<file path="config.mk">
export PLATFORM = sky130hd
export DESIGN_NAME = fns_synth_ctrl
export DESIGN_NICKNAME = d
export VERILOG_FILES = /design/src/hw/fns_pkg.sv /design/src/hw/fns_core_if.sv /design/src/hw/fns_ref_div.sv /design/src/hw/fns_band_search.sv /design/src/hw/fns_synth_ctrl.sv
export VERILOG_INCLUDE_DIRS = /design/src /design/src/hw
export SDC_FILE = /design/constraint.sdc
export NUM_CORES = 1
export LEC_CHECK = 0
export BUFFER_PORTS_ARGS = -buffer_cell sky130_fd_sc_hd__buf_2
export CORE_ASPECT_RATIO = 1.5
export CORE_MARGIN = 10
export CORE_UTILIZATION = 35
export DETAILED_ROUTE_END_ITERATION = 12
export GPL_TIMING_DRIVEN = 0
export PLACE_DENSITY = 0.55
export SLEW_MARGIN = 40
export SYNTH_ARGS = -nofsm -noshare
export SYNTH_HDL_FRONTEND = slang
export SYNTH_SLANG_ARGS = --single-unit
</file>
<file path="constraint.sdc">
create_clock -name pclk -period 6.65 [get_ports pclk]
set_input_delay 0.3325 -clock pclk [delete_from_list [all_inputs] [get_ports pclk]]
set_output_delay 0.3325 -clock pclk [all_outputs]
set_load 0.005 [all_outputs]
</file>
<file path="src/hw/fns_regs.svh">
`ifndef FNS_REGS_SVH
`define FNS_REGS_SVH

// byte offsets of the register words
`define FNS_OFS_B1_W0 8'h00
`define FNS_OFS_B1_W1 8'h04
`define FNS_OFS_B1_W2 8'h08
`define FNS_OFS_B1_W3 8'h0C
`define FNS_OFS_B2_W0 8'h10
`define FNS_OFS_B2_W1 8'h14
`define FNS_OFS_B2_W2 8'h18
`define FNS_OFS_B2_W3 8'h1C
`define FNS_OFS_CONFIG_WORD_ONE 8'h20
`define FNS_OFS_CONFIG_WORD_FIVE 8'h24
`define FNS_OFS_RB1 8'h28

// bank word zero fields
`define FNS_W0_OSC_SEL 1:0
`define FNS_W0_SEARCH_EN 2
`define FNS_W0_OUT_DIV 4:3
`define FNS_W0_DEF_BAND 11:5
`define FNS_W0_PUMP_SCALE 16:12
`define FNS_W0_CORE_CUR 20:17
// bank words one to three
`define FNS_W1_INT_DIV 9:0
`define FNS_W2_FRAC_UPPER 15:0
`define FNS_W3_FRAC_LOWER 7:0
// config word one
`define FNS_C1_FULL_DUPLEX 0
`define FNS_C1_PUMP_LOW 1
`define FNS_C1_AUTO_BW 2
`define FNS_C1_FREQ_LOCK_FACTOR 4:3
`define FNS_C1_REF_BYPASS 12
`define FNS_C1_REF_DIV 15:13
// config word five
`define FNS_C5_BUF1 3:0
`define FNS_C5_BUF2 7:4
// read-back word one
`define FNS_RB_BAND 6:0
`define FNS_RB_BUSY 7
`define FNS_RB_FAIL 8
`define FNS_RB_BANK 9

// reset values
`define FNS_RST_OSC_SEL 2'h1
`define FNS_RST_SEARCH_EN 1'h1
`define FNS_RST_OUT_DIV 2'h0
`define FNS_RST_DEF_BAND 7'h40
`define FNS_RST_PUMP_SCALE 5'h1F
`define FNS_RST_CORE_CUR 4'h8
`define FNS_RST_INT_DIV 10'h04B
`define FNS_RST_FRAC 24'h000000
`define FNS_RST_FREQ_LOCK_FACTOR 2'h1
`define FNS_RST_REF_BYPASS 1'h1
`define FNS_RST_REF_DIV 3'h2
`define FNS_RST_BUF 4'h8

// band search figures
`define FNS_BAND_MAX 7'h7F
`define FNS_BAND_MIN 7'h00
`define FNS_BAND_START 7'h40
`define FNS_BAND_BITS 3'h7
`define FNS_SEARCH_CYCLES 1500
`define FNS_STEP_CYCLES (`FNS_SEARCH_CYCLES / 7)

// output divide codes and ratios
`define FNS_DIV_BY1 2'h0
`define FNS_DIV_BY2 2'h1
`define FNS_RATIO_1 3'h1
`define FNS_RATIO_2 3'h2
`define FNS_RATIO_4 3'h4

// charge pump base currents in microamps and the full scale divisor
`define FNS_PUMP_BASE_HI_UA 8'h78
`define FNS_PUMP_BASE_LO_UA 8'h1E
`define FNS_PUMP_FULL_SCALE 13'h001F

// reference divider
`define FNS_REF_MIN_CODE 3'h2

`endif

</file>
<file path="src/hw/fns_pkg.sv">
package fns_pkg;

	typedef enum logic [1:0] {
		FNS_IDLE = 2'b00,
		FNS_MEASURE = 2'b01,
		FNS_DONE = 2'b10
	} fns_search_state_e;

	typedef struct packed {
		logic [1:0] osc_sel;
		logic search_en;
		logic [1:0] out_div;
		logic [6:0] default_band;
		logic [4:0] pump_scale;
		logic [3:0] core_current;
		logic [9:0] int_div;
		logic [23:0] frac;
	} fns_bank_s;

endpackage

</file>
<file path="src/hw/fns_core_if.sv">
`timescale 1ns/1ps

interface fns_core_if;
	logic ref_bypass;
	logic [2:0] ref_div;
	logic pd_tick;
	logic search_start;
	logic osc_fast;
	logic [6:0] band;
	logic busy;
	logic done;

	modport refdiv (
		input ref_bypass,
		input ref_div,
		output pd_tick
	);

	modport search (
		input pd_tick,
		input search_start,
		input osc_fast,
		output band,
		output busy,
		output done
	);

	modport ctrl (
		output ref_bypass,
		output ref_div,
		input pd_tick,
		output search_start,
		output osc_fast,
		input band,
		input busy,
		input done
	);
endinterface // fns_core_if

</file>
<file path="src/hw/fns_ref_div.sv">
`timescale 1ns/1ps
`include "fns_regs.svh"

module fns_ref_div (
	input wire logic pclk,
	input wire logic presetn,
	fns_core_if.refdiv core
);

	logic [2:0] count_q;
	logic [2:0] ratio;

	// bypass forces one, else codes two to seven divide by themselves
	always_comb begin
		if (core.ref_bypass || core.ref_div < `FNS_REF_MIN_CODE) begin
			ratio = `FNS_RATIO_1;
		end else begin
			ratio = core.ref_div;
		end
	end

	always_ff @(posedge pclk or negedge presetn) begin
		if (!presetn) begin
			count_q <= 3'h0;
		end else if (count_q >= ratio - 3'h1) begin
			count_q <= 3'h0;
		end else begin
			count_q <= count_q + 3'h1;
		end
	end

	// one phase detector tick per divided reference period
	assign core.pd_tick = (count_q >= ratio - 3'h1);

endmodule // fns_ref_div

</file>
<file path="src/hw/fns_band_search.sv">
`timescale 1ns/1ps
`include "fns_regs.svh"

module fns_band_search (
	input wire logic pclk,
	input wire logic presetn,
	fns_core_if.search core
);

	fns_pkg::fns_search_state_e state_q;
	logic [6:0] band_q;
	logic [2:0] bit_q;
	logic [7:0] dwell_q;
	logic step_end;

	assign step_end = core.pd_tick && (dwell_q == 8'(`FNS_STEP_CYCLES - 1));

	always_ff @(posedge pclk or negedge presetn) begin
		if (!presetn) begin
			state_q <= fns_pkg::FNS_IDLE;
		end else begin
			case (state_q)
				fns_pkg::FNS_IDLE: begin
					if (core.search_start) begin
						state_q <= fns_pkg::FNS_MEASURE;
					end
				end
				fns_pkg::FNS_MEASURE: begin
					if (step_end && bit_q == 3'h0) begin
						state_q <= fns_pkg::FNS_DONE;
					end
				end
				default: begin
					state_q <= core.search_start ? fns_pkg::FNS_MEASURE : fns_pkg::FNS_DONE;
				end
			endcase
		end
	end

	// dwell counter in phase detector ticks
	always_ff @(posedge pclk or negedge presetn) begin
		if (!presetn) begin
			dwell_q <= 8'h00;
		end else if (core.search_start || step_end) begin
			dwell_q <= 8'h00;
		end else if (state_q == fns_pkg::FNS_MEASURE && core.pd_tick) begin
			dwell_q <= dwell_q + 8'h01;
		end
	end

	// capacitance steps added from the largest; kept while oscillator still too fast
	always_ff @(posedge pclk or negedge presetn) begin
		if (!presetn) begin
			band_q <= `FNS_BAND_MIN;
			bit_q <= 3'h0;
		end else if (core.search_start) begin
			band_q <= `FNS_BAND_START;
			bit_q <= `FNS_BAND_BITS - 3'h1;
		end else if (state_q == fns_pkg::FNS_MEASURE && step_end) begin
			if (!core.osc_fast) begin
				band_q[bit_q] <= 1'b0;
			end
			if (bit_q != 3'h0) begin
				band_q[bit_q - 3'h1] <= 1'b1;
				bit_q <= bit_q - 3'h1;
			end
		end
	end

	assign core.band = band_q;
	assign core.busy = (state_q == fns_pkg::FNS_MEASURE);
	assign core.done = (state_q == fns_pkg::FNS_DONE);

endmodule // fns_band_search

</file>
<file path="src/hw/fns_synth_ctrl.sv">
// Behaviour
// - pick one of 128 bands automatically
// - search on chip enable rise, then lock
// - add capacitance steps until near target
// - report band; 0 or 127 means failure
// - search lasts about 1500 detector cycles
// - stored band used when search disabled
// - per bank output divide one, two, four
// - route signal to mixers by mode, duplex
// - bank follows selected mixer via mode pin
// - mode low bank one; duplex feeds both
// - per bank core current while bank active
// - reference divide 1 to 7, bypass forces one
// - field 15:13 codes 2 to 7 set division
// - oscillator settles at N times ref over R
// - base pump current 120uA, 30uA when low
// - pump current base times scale over 31
// - auto bandwidth sets pump; off at reset
//
// Design decisions made here: the APB register port and the register addresses.
`timescale 1ns/1ps
`include "fns_regs.svh"

module fns_synth_ctrl (
	input wire logic pclk,
	input wire logic presetn,
	input wire logic psel,
	input wire logic penable,
	input wire logic pwrite,
	input wire logic [7:0] paddr,
	input wire logic [31:0] pwdata,
	output logic [31:0] prdata,
	output logic pready,
	output logic pslverr,
	input wire logic chip_enable_pin,
	input wire logic mode_pin,
	input wire logic osc_above_target,
	input wire logic [4:0] gain_pump_scale,
	output logic [1:0] osc_select,
	output logic [6:0] osc_band,
	output logic [3:0] osc_core_current,
	output logic [2:0] lo_divide_ratio,
	output logic mixer1_lo_enable,
	output logic mixer2_lo_enable,
	output logic [3:0] buffer_one_current,
	output logic [3:0] buffer_two_current,
	output logic [9:0] feedback_integer,
	output logic [23:0] feedback_fraction,
	output logic [7:0] pump_current_ua,
	output logic [1:0] freq_lock_factor,
	output logic loop_lock_enable,
	output logic pd_tick
);

	////////////////////////////////////////////////////////////////////////////
	// registers

	fns_pkg::fns_bank_s bank1_q;
	fns_pkg::fns_bank_s bank2_q;
	logic full_duplex_select_q;
	logic pump_low_current_select_q;
	logic auto_bw_enable_q;
	logic [1:0] freq_lock_factor_q;
	logic ref_divider_bypass_q;
	logic [2:0] ref_divide_q;
	logic [3:0] buffer_one_current_q;
	logic [3:0] buffer_two_current_q;
	logic enable_prev_q;
	logic search_owned_q;

	fns_pkg::fns_bank_s active;
	logic bank_two_active;
	logic wr_en;
	logic setup;
	logic mapped;
	logic [31:0] rd_word;
	logic [6:0] band_now;
	logic [4:0] scale_now;
	logic search_fail;

	fns_core_if core ();

	////////////////////////////////////////////////////////////////////////////
	// helpers

	function automatic fns_pkg::fns_bank_s bank_write(input fns_pkg::fns_bank_s b, input logic [1:0] word,
		input logic [31:0] d);
		fns_pkg::fns_bank_s r;
		r = b;
		case (word)
			2'h0: begin
				r.osc_sel = d[`FNS_W0_OSC_SEL];
				r.search_en = d[`FNS_W0_SEARCH_EN];
				r.out_div = d[`FNS_W0_OUT_DIV];
				r.default_band = d[`FNS_W0_DEF_BAND];
				r.pump_scale = d[`FNS_W0_PUMP_SCALE];
				r.core_current = d[`FNS_W0_CORE_CUR];
			end
			2'h1: r.int_div = d[`FNS_W1_INT_DIV];
			2'h2: r.frac[23:8] = d[`FNS_W2_FRAC_UPPER];
			default: r.frac[7:0] = d[`FNS_W3_FRAC_LOWER];
		endcase
		return r;
	endfunction

	function automatic logic [31:0] bank_read(input fns_pkg::fns_bank_s b, input logic [1:0] word);
		logic [31:0] r;
		r = 32'h00000000;
		case (word)
			2'h0: begin
				r[`FNS_W0_OSC_SEL] = b.osc_sel;
				r[`FNS_W0_SEARCH_EN] = b.search_en;
				r[`FNS_W0_OUT_DIV] = b.out_div;
				r[`FNS_W0_DEF_BAND] = b.default_band;
				r[`FNS_W0_PUMP_SCALE] = b.pump_scale;
				r[`FNS_W0_CORE_CUR] = b.core_current;
			end
			2'h1: r[`FNS_W1_INT_DIV] = b.int_div;
			2'h2: r[`FNS_W2_FRAC_UPPER] = b.frac[23:8];
			default: r[`FNS_W3_FRAC_LOWER] = b.frac[7:0];
		endcase
		return r;
	endfunction

	function automatic fns_pkg::fns_bank_s bank_reset();
		fns_pkg::fns_bank_s r;
		r.osc_sel = `FNS_RST_OSC_SEL;
		r.search_en = `FNS_RST_SEARCH_EN;
		r.out_div = `FNS_RST_OUT_DIV;
		r.default_band = `FNS_RST_DEF_BAND;
		r.pump_scale = `FNS_RST_PUMP_SCALE;
		r.core_current = `FNS_RST_CORE_CUR;
		r.int_div = `FNS_RST_INT_DIV;
		r.frac = `FNS_RST_FRAC;
		return r;
	endfunction

	////////////////////////////////////////////////////////////////////////////
	// apb slave, zero wait states

	assign setup = psel && !penable;
	assign wr_en = psel && penable && pwrite && (paddr[1:0] == 2'h0);
	assign pready = 1'b1;

	always_ff @(posedge pclk or negedge presetn) begin
		if (!presetn) begin
			bank1_q <= bank_reset();
			bank2_q <= bank_reset();
		end else if (wr_en && paddr < `FNS_OFS_B2_W0) begin
			bank1_q <= bank_write(bank1_q, paddr[3:2], pwdata);
		end else if (wr_en && paddr < `FNS_OFS_CONFIG_WORD_ONE) begin
			bank2_q <= bank_write(bank2_q, paddr[3:2], pwdata);
		end
	end

	always_ff @(posedge pclk or negedge presetn) begin
		if (!presetn) begin
			full_duplex_select_q <= 1'b0;
			pump_low_current_select_q <= 1'b0;
			auto_bw_enable_q <= 1'b0;
			freq_lock_factor_q <= `FNS_RST_FREQ_LOCK_FACTOR;
			ref_divider_bypass_q <= `FNS_RST_REF_BYPASS;
			ref_divide_q <= `FNS_RST_REF_DIV;
		end else if (wr_en && paddr == `FNS_OFS_CONFIG_WORD_ONE) begin
			full_duplex_select_q <= pwdata[`FNS_C1_FULL_DUPLEX];
			pump_low_current_select_q <= pwdata[`FNS_C1_PUMP_LOW];
			auto_bw_enable_q <= pwdata[`FNS_C1_AUTO_BW];
			freq_lock_factor_q <= pwdata[`FNS_C1_FREQ_LOCK_FACTOR];
			ref_divider_bypass_q <= pwdata[`FNS_C1_REF_BYPASS];
			ref_divide_q <= pwdata[`FNS_C1_REF_DIV];
		end
	end

	always_ff @(posedge pclk or negedge presetn) begin
		if (!presetn) begin
			buffer_one_current_q <= `FNS_RST_BUF;
			buffer_two_current_q <= `FNS_RST_BUF;
		end else if (wr_en && paddr == `FNS_OFS_CONFIG_WORD_FIVE) begin
			buffer_one_current_q <= pwdata[`FNS_C5_BUF1];
			buffer_two_current_q <= pwdata[`FNS_C5_BUF2];
		end
	end

	// read data and error captured in the setup cycle, valid in the access cycle
	always_comb begin
		mapped = 1'b1;
		rd_word = 32'h00000000;
		if (paddr[1:0] != 2'h0) begin
			mapped = 1'b0;
		end else if (paddr < `FNS_OFS_B2_W0) begin
			rd_word = bank_read(bank1_q, paddr[3:2]);
		end else if (paddr < `FNS_OFS_CONFIG_WORD_ONE) begin
			rd_word = bank_read(bank2_q, paddr[3:2]);
		end else if (paddr == `FNS_OFS_CONFIG_WORD_ONE) begin
			rd_word[`FNS_C1_FULL_DUPLEX] = full_duplex_select_q;
			rd_word[`FNS_C1_PUMP_LOW] = pump_low_current_select_q;
			rd_word[`FNS_C1_AUTO_BW] = auto_bw_enable_q;
			rd_word[`FNS_C1_FREQ_LOCK_FACTOR] = freq_lock_factor_q;
			rd_word[`FNS_C1_REF_BYPASS] = ref_divider_bypass_q;
			rd_word[`FNS_C1_REF_DIV] = ref_divide_q;
		end else if (paddr == `FNS_OFS_CONFIG_WORD_FIVE) begin
			rd_word[`FNS_C5_BUF1] = buffer_one_current_q;
			rd_word[`FNS_C5_BUF2] = buffer_two_current_q;
		end else if (paddr == `FNS_OFS_RB1) begin
			rd_word[`FNS_RB_BAND] = core.band;
			rd_word[`FNS_RB_BUSY] = core.busy;
			rd_word[`FNS_RB_FAIL] = search_fail;
			rd_word[`FNS_RB_BANK] = bank_two_active;
		end else begin
			mapped = 1'b0;
		end
	end

	always_ff @(posedge pclk or negedge presetn) begin
		if (!presetn) begin
			prdata <= 32'h00000000;
			pslverr <= 1'b0;
		end else if (setup) begin
			prdata <= pwrite ? 32'h00000000 : rd_word;
			pslverr <= !mapped;
		end
	end

	////////////////////////////////////////////////////////////////////////////
	// bank selection and band search control

	assign bank_two_active = mode_pin;
	assign active = bank_two_active ? bank2_q : bank1_q;
	assign search_fail = (core.band == `FNS_BAND_MAX) || (core.band == `FNS_BAND_MIN);

	always_ff @(posedge pclk or negedge presetn) begin
		if (!presetn) begin
			enable_prev_q <= 1'b0;
		end else begin
			enable_prev_q <= chip_enable_pin;
		end
	end

	// search starts on each enable rise unless the bank holds a stored band
	assign core.search_start = chip_enable_pin && !enable_prev_q && active.search_en;
	assign core.osc_fast = osc_above_target;
	assign core.ref_bypass = ref_divider_bypass_q;
	assign core.ref_div = ref_divide_q;

	always_ff @(posedge pclk or negedge presetn) begin
		if (!presetn) begin
			search_owned_q <= 1'b0;
		end else if (core.search_start) begin
			search_owned_q <= 1'b1;
		end else if (chip_enable_pin && !enable_prev_q) begin
			search_owned_q <= 1'b0;
		end
	end

	assign band_now = (active.search_en && search_owned_q) ? core.band : active.default_band;
	assign scale_now = auto_bw_enable_q ? gain_pump_scale : active.pump_scale;

	fns_ref_div u_ref_div (
		.pclk(pclk),
		.presetn(presetn),
		.core(core)
	);

	fns_band_search u_band_search (
		.pclk(pclk),
		.presetn(presetn),
		.core(core)
	);

	////////////////////////////////////////////////////////////////////////////
	// registered analog controls

	always_ff @(posedge pclk or negedge presetn) begin
		if (!presetn) begin
			osc_select <= `FNS_RST_OSC_SEL;
			osc_band <= `FNS_RST_DEF_BAND;
			osc_core_current <= `FNS_RST_CORE_CUR;
			feedback_integer <= `FNS_RST_INT_DIV;
			feedback_fraction <= `FNS_RST_FRAC;
			loop_lock_enable <= 1'b0;
		end else begin
			osc_select <= active.osc_sel;
			osc_band <= band_now;
			osc_core_current <= active.core_current;
			feedback_integer <= active.int_div;
			feedback_fraction <= active.frac;
			loop_lock_enable <= chip_enable_pin && !core.busy && !core.search_start;
		end
	end

	always_ff @(posedge pclk or negedge presetn) begin
		if (!presetn) begin
			lo_divide_ratio <= `FNS_RATIO_1;
		end else if (active.out_div == `FNS_DIV_BY1) begin
			lo_divide_ratio <= `FNS_RATIO_1;
		end else if (active.out_div == `FNS_DIV_BY2) begin
			lo_divide_ratio <= `FNS_RATIO_2;
		end else begin
			lo_divide_ratio <= `FNS_RATIO_4;
		end
	end

	always_ff @(posedge pclk or negedge presetn) begin
		if (!presetn) begin
			mixer1_lo_enable <= 1'b0;
			mixer2_lo_enable <= 1'b0;
		end else begin
			mixer1_lo_enable <= full_duplex_select_q || !mode_pin;
			mixer2_lo_enable <= full_duplex_select_q || mode_pin;
		end
	end

	always_ff @(posedge pclk or negedge presetn) begin
		if (!presetn) begin
			pump_current_ua <= `FNS_PUMP_BASE_HI_UA;
		end else if (pump_low_current_select_q) begin
			pump_current_ua <= 8'((13'(`FNS_PUMP_BASE_LO_UA) * 13'(scale_now)) / `FNS_PUMP_FULL_SCALE);
		end else begin
			pump_current_ua <= 8'((13'(`FNS_PUMP_BASE_HI_UA) * 13'(scale_now)) / `FNS_PUMP_FULL_SCALE);
		end
	end

	assign buffer_one_current = buffer_one_current_q;
	assign buffer_two_current = buffer_two_current_q;
	assign freq_lock_factor = freq_lock_factor_q;
	assign pd_tick = core.pd_tick;

endmodule // fns_synth_ctrl

</file>
==> results of run 1 <==
[cell type report]
cell class	count	area, um2	share of cell area
Buffer	60	312	0.0214
Antenna cell	2	5.00	0.000345
Clock buffer	37	731	0.0503
Timing Repair Buffer	140	806	0.0555
Sequential cell	235	5930	0.408
Tap cell	425	532	0.0366
Multi-Input combinational cell	694	6030	0.415
Inverter	19	71.3	0.00491
Clock inverter	9	110	0.00758
[power groups by stage]
stage | Sequential, mW | Combinational, mW | Clock (mW)
4_1_cts | 1.52 | 0.318 | 1.48
3_3_place_gp | 1.55 | 0.304 | 0
6_report | 1.53 | 0.321 | 1.44
3_5_place_dp | 1.55 | 0.315 | 0
5_1_grt | 1.53 | 0.358 | 1.53
2_1_floorplan | 1.54 | 0.194 | 0
[worst min path at each step]
stage	endpoint
2_1_floorplan	auto_bw_enable_q
3_3_place_gp	prdata[19]
3_5_place_dp	pump_current_ua[7]
4_1_cts	bank1_q[36]
5_1_grt	bank1_q[35]
6_report	bank1_q[36]
[synthesized netlist by cell type (4+ instances only)]
cell | count | area share
dfrtp_1 | 192 | 0.40
mux2_2 | 171 | 0.16
nor2_1 | 64 | 0.020
nand2_1 | 59 | 0.018
dfstp_2 | 43 | 0.093
mux2i_1 | 36 | 0.030
o21ai_0 | 35 | 0.014
a21oi_1 | 33 | 0.014
clkbuf_1 | 31 | 0.0096
mux4_2 | 23 | 0.043
ha_1 | 21 | 0.022
nand3_1 | 19 | 0.0078
inv_1 | 18 | 0.0056
nor3_1 | 18 | 0.0074
buf_4 | 15 | 0.0093
buf_1 | 12 | 0.0037
a22o_1 | 11 | 0.0079
nand2b_1 | 9 | 0.0046
o211ai_1 | 9 | 0.0056
o22ai_1 | 9 | 0.0046
xnor2_1 | 9 | 0.0065
a21o_1 | 8 | 0.0049
and2_1 | 7 | 0.0036
and3_1 | 7 | 0.0036
fa_1 | 7 | 0.012
xor2_1 | 7 | 0.0050
a22oi_1 | 6 | 0.0037
nor2b_1 | 6 | 0.0031
o21ai_1 | 6 | 0.0025
nand3b_1 | 5 | 0.0031
nand4_1 | 5 | 0.0026
o2111ai_1 | 5 | 0.0036
o21a_1 | 5 | 0.0031
or2_1 | 4 | 0.0021
[metrics by stage]
stage	TNS, ps	total power, mW	area [um2]	instances
detailed placement	-3010	1.86	13500	1563
global route	-72.1	3.42	14500	1619
global placement	-6560	1.85	13400	1560
CTS	0	3.32	14400	1611
floorplan	0	1.73	12200	1008
finish	0	3.28	14500	1621
[metal layers]
metal / up-vias / wire, um
met2: 249 / 19200
met5: - / 11
met3: 53 / 2220
met4: 2 / 1010
li1: 4001 / -
met1: 4458 / 14600
[repair_timing]
action,CTS,global route
pin swaps,0,8
setup endpoints to repair,3,3
hold endpoints to repair,37,0
hold buffers,2,0
resized for setup,5,22
buffers inserted,0,7
[sequential cells by signal (all words and copies together), names as in the netlist, 3 cells and up]
signal,count
bank2_q,55
prdata,21
u_band_search.dwell_q,8
u_band_search.bit_q,3
feedback_integer,10
osc_core_current,4
core.ref_div,3
feedback_fraction,24
buffer_two_current,4
bank1_q,55
pump_current_ua,8
u_band_search.core.band,7
u_ref_div.count_q,3
lo_divide_ratio,3
buffer_one_current,4
osc_band,7
[worst max-delay path, stage by stage, from the launching register on]
cell      delay (ps)
dfrtp_1          440
buf_2            260
nand2_1          100
o21a_1           170
fa_1             510
inv_1             70
fa_1             500
fa_1             550
a211oi_4         330
buf_4            170
o211ai_1         150
buf_4            200
o32ai_2          360
nand3b_1         230
o311ai_4         150
o2111a_4         250
nor4_1           460
nor3_1           130
o21ai_2          140
nand4_1          250
and3_1           270
o21ai_0          320
a21o_2           180
a211oi_2          60
[logic make-up after synthesis]
group | Yosys count
DFF | 235
muxes | 231
and+or+nand+nor | 230
AOI/OAI and AO/OA | 177
buffers and inverters | 79
adders and majority gates | 28
xor gates and xnor gates | 16
other | 2
==> results_dict.tcl, run 1 <==
set metrics [dict create \
    status "finished clean" \
    fillerInstances 3306 \
    layout_min_cycle_time_ps 6380 \
    comb_power_share 0.098 \
    dp_hpwl_um 27300 \
    core-area_um2 34300 \
    wl_per_cell_um 22.9 \
    met3_usage 0.0349 \
    grt_max_degree 68 \
    leakage_nw 7.05 \
    vias_per_cell 5.41 \
    critPathLaunch "auto_bw_enable_q" \
    synth-simple-area-share 0.0970 \
    vias 8763 \
    gp_congestion 0.881 \
    whs_ps 37.9 \
    htree_num_levels 1 \
    setup_ws_ps 266 \
    p_sw_uw 832 \
    r2r_slack_ps 270 \
    max_cap_viol_count 0 \
    drt_iter0_drc 600 \
    fin_crit_sh 0.960 \
    fp.dieW_um 172 \
    mostFrequentLayoutCell "dfrtp_1" \
    arrival_ps 6800 \
    fp.dieArea_um2 42800 \
    insertion_delay_ps 540 \
    met1_usage 0.202 \
    synth_edf_count 0 \
    clock_power_share 0.438 \
    max_slew_margin 0.398 \
    cts-root-buf "clkbuf_16" \
    avgSynthCellArea_um2 12.2 \
    final_nets 1256 \
    areaGrowthSynthToFinish_pct 19.5 \
    cts_tree "done" \
    rows 83 \
    yosysWarnings 0 \
    async_reset_ff_frac 1.00 \
    synth_cell_type_count 89 \
    synth_compound_area_frac 0.108 \
    pwr-share-seq 0.465 \
    synth_top_family_by_area "multiplexers" \
    startpoint_type "flop" \
    netlist_area_um2 12200 \
    critPathCapture "pump_current_ua[1]" \
    worst_setup_path_end_kind "flop" \
    synthMuxAreaShare 0.232 \
    route.detailed.drc 0 \
    drtAntennaViolNets 0 \
    min_path_type "in -> reg" \
    synth-seq-area-share 0.488 \
    track_usage 0.173 \
    fmax_mhz 157 \
    top_usage_layer "met2" \
    synth_xor_xnor_area_share 0.0115 \
    yosys_most_used_dff "dfrtp_1" \
    numCtsBuffers 25 \
    cts.reportedPaths.clkPinSlew_ps 60 \
    num_io_pins 159 \
    r2r_cells 23 \
    synth-seq-cells 235 \
    hold_path.startpoint "pwdata[19]" \
    fin_util 0.424 \
    grt-ovfl-total 0 \
    final-setup-viol-count 0 \
    drive_gt1_frac 0.416 \
    critPathRequiredTime_ps 7070 \
    start_util 0.355 \
    tightestPinTransition_ps 903 \
    cp_max_fo 10 \
    power_switching_share 0.253 \
    grtUsageMet2 0.309 \
    critical_path_class "reg -> reg" \
    regToRegEndpoint "pump_current_ua[1]" \
    report.final.hold_viol_count 0 \
    grt_pass1_wl_um 56000 \
    port_buffers 127 \
    p_int_mw 2.45 \
    skew_ps 21.7 \
    syn_inst 998 \
    hold_depth 2 \
    first_pass_iters 5 \
    yosys.area_share.adder 0.0331 \
    antenna_found_initial 2 \
    layout_common_cells "dfrtp_1 (192), mux2_2 (171), buf_2 (129)" \
    power.density_nw_per_um2 226 \
    grt_pass1_vias 9154 \
    place_ws_ps -1070 \
    clock-sinks 235 \
    irDropWorstVdd_mv 0.166 \
    slew_viol_final 0 \
    drt-total-wl_um 37100 \
    clock_tree.buffer_depth 3 \
    r2r_start "auto_bw_enable_q" \
    dieHeight_um 248 \
]
Note: power is estimated with default switching activity, not from simulation.
==> run 2: changes to the inputs <==
--- a/config.mk
+++ b/config.mk
@@ -12,7 +12,6 @@
 export CORE_UTILIZATION = 35
 export DETAILED_ROUTE_END_ITERATION = 12
 export GPL_TIMING_DRIVEN = 0
-export PLACE_DENSITY = 0.55
 export SLEW_MARGIN = 40
 export SYNTH_ARGS = -nofsm -noshare
 export SYNTH_HDL_FRONTEND = slang
==> run 2 against run 1 <==
Net effect:
- final cell count fell by 0.56%
- clock skew decreased by 12 ps
- combinational power fell by 1%
- flip-flop and latch count is the same
- register-to-register slack improved by 80 ps
- setup slack better by 31 ps
- largest cell class unchanged
- highest routed layer unchanged
==> results_dict.tcl, run 2 (synthesis gave the netlist of run 1 again) <==
set metrics [dict create \
    dieHeight_um 248 \
    arrival_ps 6780 \
    place_area_um2 13500 \
    skew_ps 9.52 \
    pwr-share-seq 0.468 \
    startpoint_type "input port" \
    cts-root-buf "clkbuf_16" \
    fmax_mhz 157 \
    num_antenna_cells 0 \
    power_switching_share 0.259 \
    areaGrowthSynthToFinish_pct 18.8 \
    critPathRequiredTime_ps 7080 \
    drive_gt1_frac 0.413 \
    track_usage 0.165 \
    rows 83 \
    max_cap_viol_count 0 \
    clock_power_share 0.435 \
    core-area_um2 34300 \
    antenna_found_initial 5 \
    final_nets 1249 \
    min_path_type "in -> reg" \
    dp_hpwl_um 26300 \
    fp.dieArea_um2 42800 \
    cp_max_fo 10 \
    drt-total-wl_um 35700 \
    fillerInstances 3269 \
    irDropWorstVdd_mv 0.196 \
    gp_congestion 0.948 \
    vias 8789 \
    p_int_mw 2.42 \
    whs_ps 24.3 \
    numCtsBuffers 25 \
    critical_path_class "in -> reg" \
    comb_power_share 0.097 \
    clock_tree.buffer_depth 3 \
    power.density_nw_per_um2 226 \
    tightestPinTransition_ps 837 \
    wl_per_cell_um 22.2 \
    grt-ovfl-total 0 \
    start_util 0.355 \
    cts_tree "done" \
    vias_per_cell 5.45 \
    p_sw_uw 846 \
    port_buffers 127 \
    grt_pass1_wl_um 54300 \
    worst_setup_path_end_kind "flop" \
    cts_setup_buffers 0 \
    max_slew_margin 0.442 \
    grt_max_degree 68 \
    slew_viol_final 0 \
    insertion_delay_ps 550 \
    top_regs "bank1_q: 55 flops, bank2_q: 55 flops, feedback_fraction: 24 flops" \
    cts.reportedPaths.clkPinSlew_ps 60 \
    p_total_mw 3.26 \
    drtAntennaViolNets 0 \
    route.detailed.drc 0 \
    grt_pass1_vias 9221 \
    report.final.hold_viol_count 0 \
    layout_min_cycle_time_ps 6350 \
    fin_setup_tns_ps 0 \
    num_io_pins 159 \
    clock-sinks 235 \
    htree_num_levels 1 \
    fp.dieW_um 172 \
    status "finished clean" \
    r2r_slack_ps 350 \
    first_pass_iters 6 \
    drt_iter0_drc 535 \
    rsz0062_at_grt "no" \
    mostFrequentLayoutCell "dfrtp_1" \
    fin_crit_sh 0.955 \
    final-setup-viol-count 0 \
    layout_common_cells "dfrtp_1 (192), mux2_2 (171), buf_2 (131)" \
    leakage_nw 7.02 \
    stdcell_area_um2 14400 \
]
run 2: per-layer routing:
metal  global-route usage  wire length (um)  vias to the layer above
met1                0.189             13800                     4455
met5                    0                28                        -
li1                     -                 -                     3992
met2                0.305             19000                      278
met3               0.0293              2060                       58
met4               0.0473               823                        6
run 2: power groups by stage:
stage / logic (mW) / registers, mW / clock network [mW]
after floorplan: 0.194 / 1.54 / 0
after global placement: 0.300 / 1.55 / 0
after detailed placement: 0.314 / 1.55 / 0
after CTS: 0.316 / 1.53 / 1.45
after global routing: 0.358 / 1.53 / 1.51
final: 0.317 / 1.53 / 1.42
run 2: critical path, cell delays in order:
cell and delay [ps]:
clkbuf_1 270, clkbuf_4 320, mux2i_1 380, o21a_1 230, inv_1 90, fa_1 510
fa_1 430, ha_1 410, a211oi_4 360, o21ai_1 150, nor4_2 410, o2111ai_1 210
nor3_1 420, a2bb2oi_2 270, nor2_2 140, nor4_4 390, a311oi_2 200, or2_1 310
a41o_1 280, and2_1 190, a221oi_1 360, a211oi_2 120
run 2: path summary, 6_finish.rpt:
| path | to | depth (start not counted) | startpoint |
|---|---|---|---|
| worst max-delay path | pump_current_ua[1] | 22 | mode_pin |
| min in group asynchronous | feedback_fraction[18] | 2 | presetn |
| worst max register to register | pump_current_ua[1] | 20 | bank1_q[38] |
| max in group asynchronous | bank2_q[25] | 4 | presetn |
| worst min register to register | u_ref_div.count_q[0] | 1 | u_ref_div.count_q[0] |
| worst min-delay path | bank1_q[35] | 2 | pwdata[18] |
run 2: through the flow:
step	util	worst slack, ps	cells
4_1_cts	0.418	37.0	1611
3_5_place_dp	0.393	-1080	1563
6_report	0.421	297	1612
2_1_floorplan	-	126	1008
5_1_grt	0.421	7.55	1612
3_3_place_gp	0.390	-1470	1560
run 2: repair_timing:
item,4_1_cts,5_1_grt
resized for setup,4,24
endpoints found under the setup margin,3,3
pin swaps,0,8
hold endpoints to repair,53,0
hold buffers,2,0
run 2: final cells by class:
type	instances	area, um2	area share
buffer	60	310	0.0215
clock buffer	37	731	0.0506
clock inverter	9	96.3	0.00667
inverter	19	71.3	0.00494
multi-input combinational	694	6010	0.416
sequential	235	5930	0.411
tap	425	532	0.0368
timing repair buffer	133	753	0.0522
==> run 3: changes to the inputs <==
--- a/config.mk
+++ b/config.mk
@@ -12,6 +12,7 @@
 export CORE_UTILIZATION = 35
 export DETAILED_ROUTE_END_ITERATION = 12
 export GPL_TIMING_DRIVEN = 0
+export RECOVER_POWER = 100
 export SLEW_MARGIN = 40
 export SYNTH_ARGS = -nofsm -noshare
 export SYNTH_HDL_FRONTEND = slang
==> run 3 against run 2 <==
Net effect:
- the run now ends with max-capacitance violations, max-slew violations left
- critical endpoint unchanged
- critical path type unchanged
- largest cell class unchanged
- global-route usage unchanged
- clock-buffer cell count is the same
- sequential power about the same
==> results_dict.tcl, run 3 (synthesis gave the netlist of run 1 again) <==
set metrics [dict create \
    cp_cell_sequence "clkbuf_1, clkbuf_4, mux2i_1, o21a_1, inv_1, fa_1, fa_1, ha_1, a211oi_4, o21ai_1, nor4_2, o2111a_2, nand2_2, and3_1, buf_6, o2111a_4, nor4_4, mux2_4, o311a_1, nor3_4, a2bb2oi_2, o211ai_1, a21o_2, a211oi_2" \
    stdcell_area_um2 14300 \
    top_regs "bank1_q: 55 flops, bank2_q: 55 flops, feedback_fraction: 24 flops" \
    fmax_mhz 158 \
    core-area_um2 34300 \
    tightestPinTransition_ps 3930 \
    route.detailed.drc 0 \
    mostFrequentLayoutCell "dfrtp_1" \
    max_slew_margin -1.62 \
    slowest_delay_ps 510 \
    cts-root-buf "clkbuf_16" \
    fin_setup_tns_ps 0 \
    critPathBufInv 4 \
    drtAntennaViolNets 0 \
    insertion_delay_ps 550 \
    final_nets 1249 \
    slew_viol_final 66 \
    numCtsBuffers 25 \
    drt-total-wl_um 35800 \
    rows 83 \
    dieHeight_um 248 \
    fp.dieArea_um2 42800 \
    power.density_nw_per_um2 228 \
    setup_ws_ps 319 \
    antenna_found_initial 5 \
    layout_min_cycle_time_ps 6330 \
    min_path_type "in -> reg" \
    drive_gt1_frac 0.315 \
    layout_common_cells "dfrtp_1 (192), mux2_2 (157), clkbuf_1 (126)" \
    first_pass_iters 5 \
    worst_setup_path_end_kind "flop" \
    grt_pass1_vias 9221 \
    wl_per_cell_um 22.2 \
    leakage_nw 6.64 \
    skew_ps 9.62 \
    cp_common_cell "fa_1" \
    cp_max_fo 10 \
    dp_hpwl_um 26300 \
    clock_tree.buffer_depth 3 \
    grt-ovfl-total 0 \
    fin_crit_sh 0.952 \
    violations "max-capacitance violations, max-slew violations" \
    final-setup-viol-count 0 \
    whs_ps 24.2 \
    dp_cells 1563 \
    critical_path_class "in -> reg" \
    htree_num_levels 1 \
    cts.reportedPaths.clkPinSlew_ps 60 \
    report.final.hold_viol_count 0 \
    fp.dieW_um 172 \
    irDropWorstVdd_mv 0.197 \
    slowest_stage "fa_1" \
    fin_util 0.417 \
    max_cap_viol_count 1 \
    start_util 0.355 \
    cts_setup_buffers 0 \
    rsz0062_at_grt "no" \
    final_cells 1613 \
    port_buffers 127 \
    areaGrowthSynthToFinish_pct 17.5 \
    num_io_pins 159 \
    p_total_mw 3.26 \
    hold_path.startpoint "pwdata[18]" \
    vias 8782 \
    critPathLaunch "mode_pin" \
    startpoint_type "input port" \
    cts_tree "done" \
    arrival_ps 6800 \
    place_ws_ps -1080 \
    grt_max_degree 68 \
    grt_pass1_wl_um 54300 \
    drt_iter0_drc 530 \
    critPathRequiredTime_ps 7120 \
    clock-sinks 235 \
    status "finished with violations" \
    r2r_start "bank1_q[38]" \
    cp_top_family "compound AO/OA/AOI/OAI gates" \
    place_area_um2 13500 \
    track_usage 0.165 \
    gp_congestion 0.948 \
    vias_per_cell 5.44 \
]
==> run 3: cell count changes in the layout (fill, tap and decap cells not counted), sizes merged <==
cell | previous run | this run
buf | 160 | 68
clkbuf | 68 | 160
diode | 0 | 1
==> run 3: worst register-to-register path, stage by stage (launching register included) <==
cell	delay, ps
dfstp_2	550
mux2i_1	70
o21a_1	250
fa_1	540
inv_1	60
fa_1	510
fa_2	430
a211o_1	340
a21oi_1	250
nor4_2	110
o2111a_2	310
and2_1	180
o311ai_4	430
o2111a_4	400
a21oi_2	110
a31o_1	280
o311a_1	350
nor3_4	250
a2bb2oi_2	220
o211ai_1	140
a21o_2	230
a211oi_2	180
==> run 3: timing repair <==
item / 4_1_cts / 5_1_grt
pin swaps: 0 / 8
setup endpoints to repair: 3 / 3
hold buffers: 2 / 0
gates cloned: 0 / 0
gates resized for setup: 4 / 24
hold endpoints to repair: 53 / 0
==> run 3: where the power goes <==
part,internal [mW],switching [mW],leakage (nW)
clock,0.808,0.609,0.411
sequential,1.48,0.0459,3.05
combinational,0.123,0.190,3.18
total,2.41,0.844,6.64
==> run 3: worst paths after layout <==
kind                                   endpoint  slack [ps]  depth (start not counted)
setup / recovery             pump_current_ua[1]         320                         24
setup reg to reg             pump_current_ua[1]         370                         21
min in group asynchronous           bank2_q[35]        1700                          2
hold / removal                      bank1_q[35]          20                          2
hold reg to reg            u_ref_div.count_q[0]         480                          1
max in group asynchronous  feedback_fraction[2]        1990                          4
==> run 3: area by class of cell <==
type | count | area (um2)
diodes | 1 | 2.50
plain buffers | 60 | 300
clock buffers | 37 | 731
clock inverters | 9 | 96.3
fillers | 3320 | 20000
inverters | 19 | 71.3
multi-input cells | 694 | 6000
flip-flops and latches | 235 | 5930
well taps | 425 | 532
repair buffers | 133 | 613
==> run 3: routing by layer <==
| layer | wire (um) | GRT usage | vias to the layer above |
|---|---|---|---|
| met2 | 19000 | 0.305 | 248 |
| met3 | 1920 | 0.0293 | 66 |
| met5 | 28 | 0 | - |
| met4 | 886 | 0.0473 | 6 |
| met1 | 14000 | 0.189 | 4475 |
| li1 | - | - | 3987 |
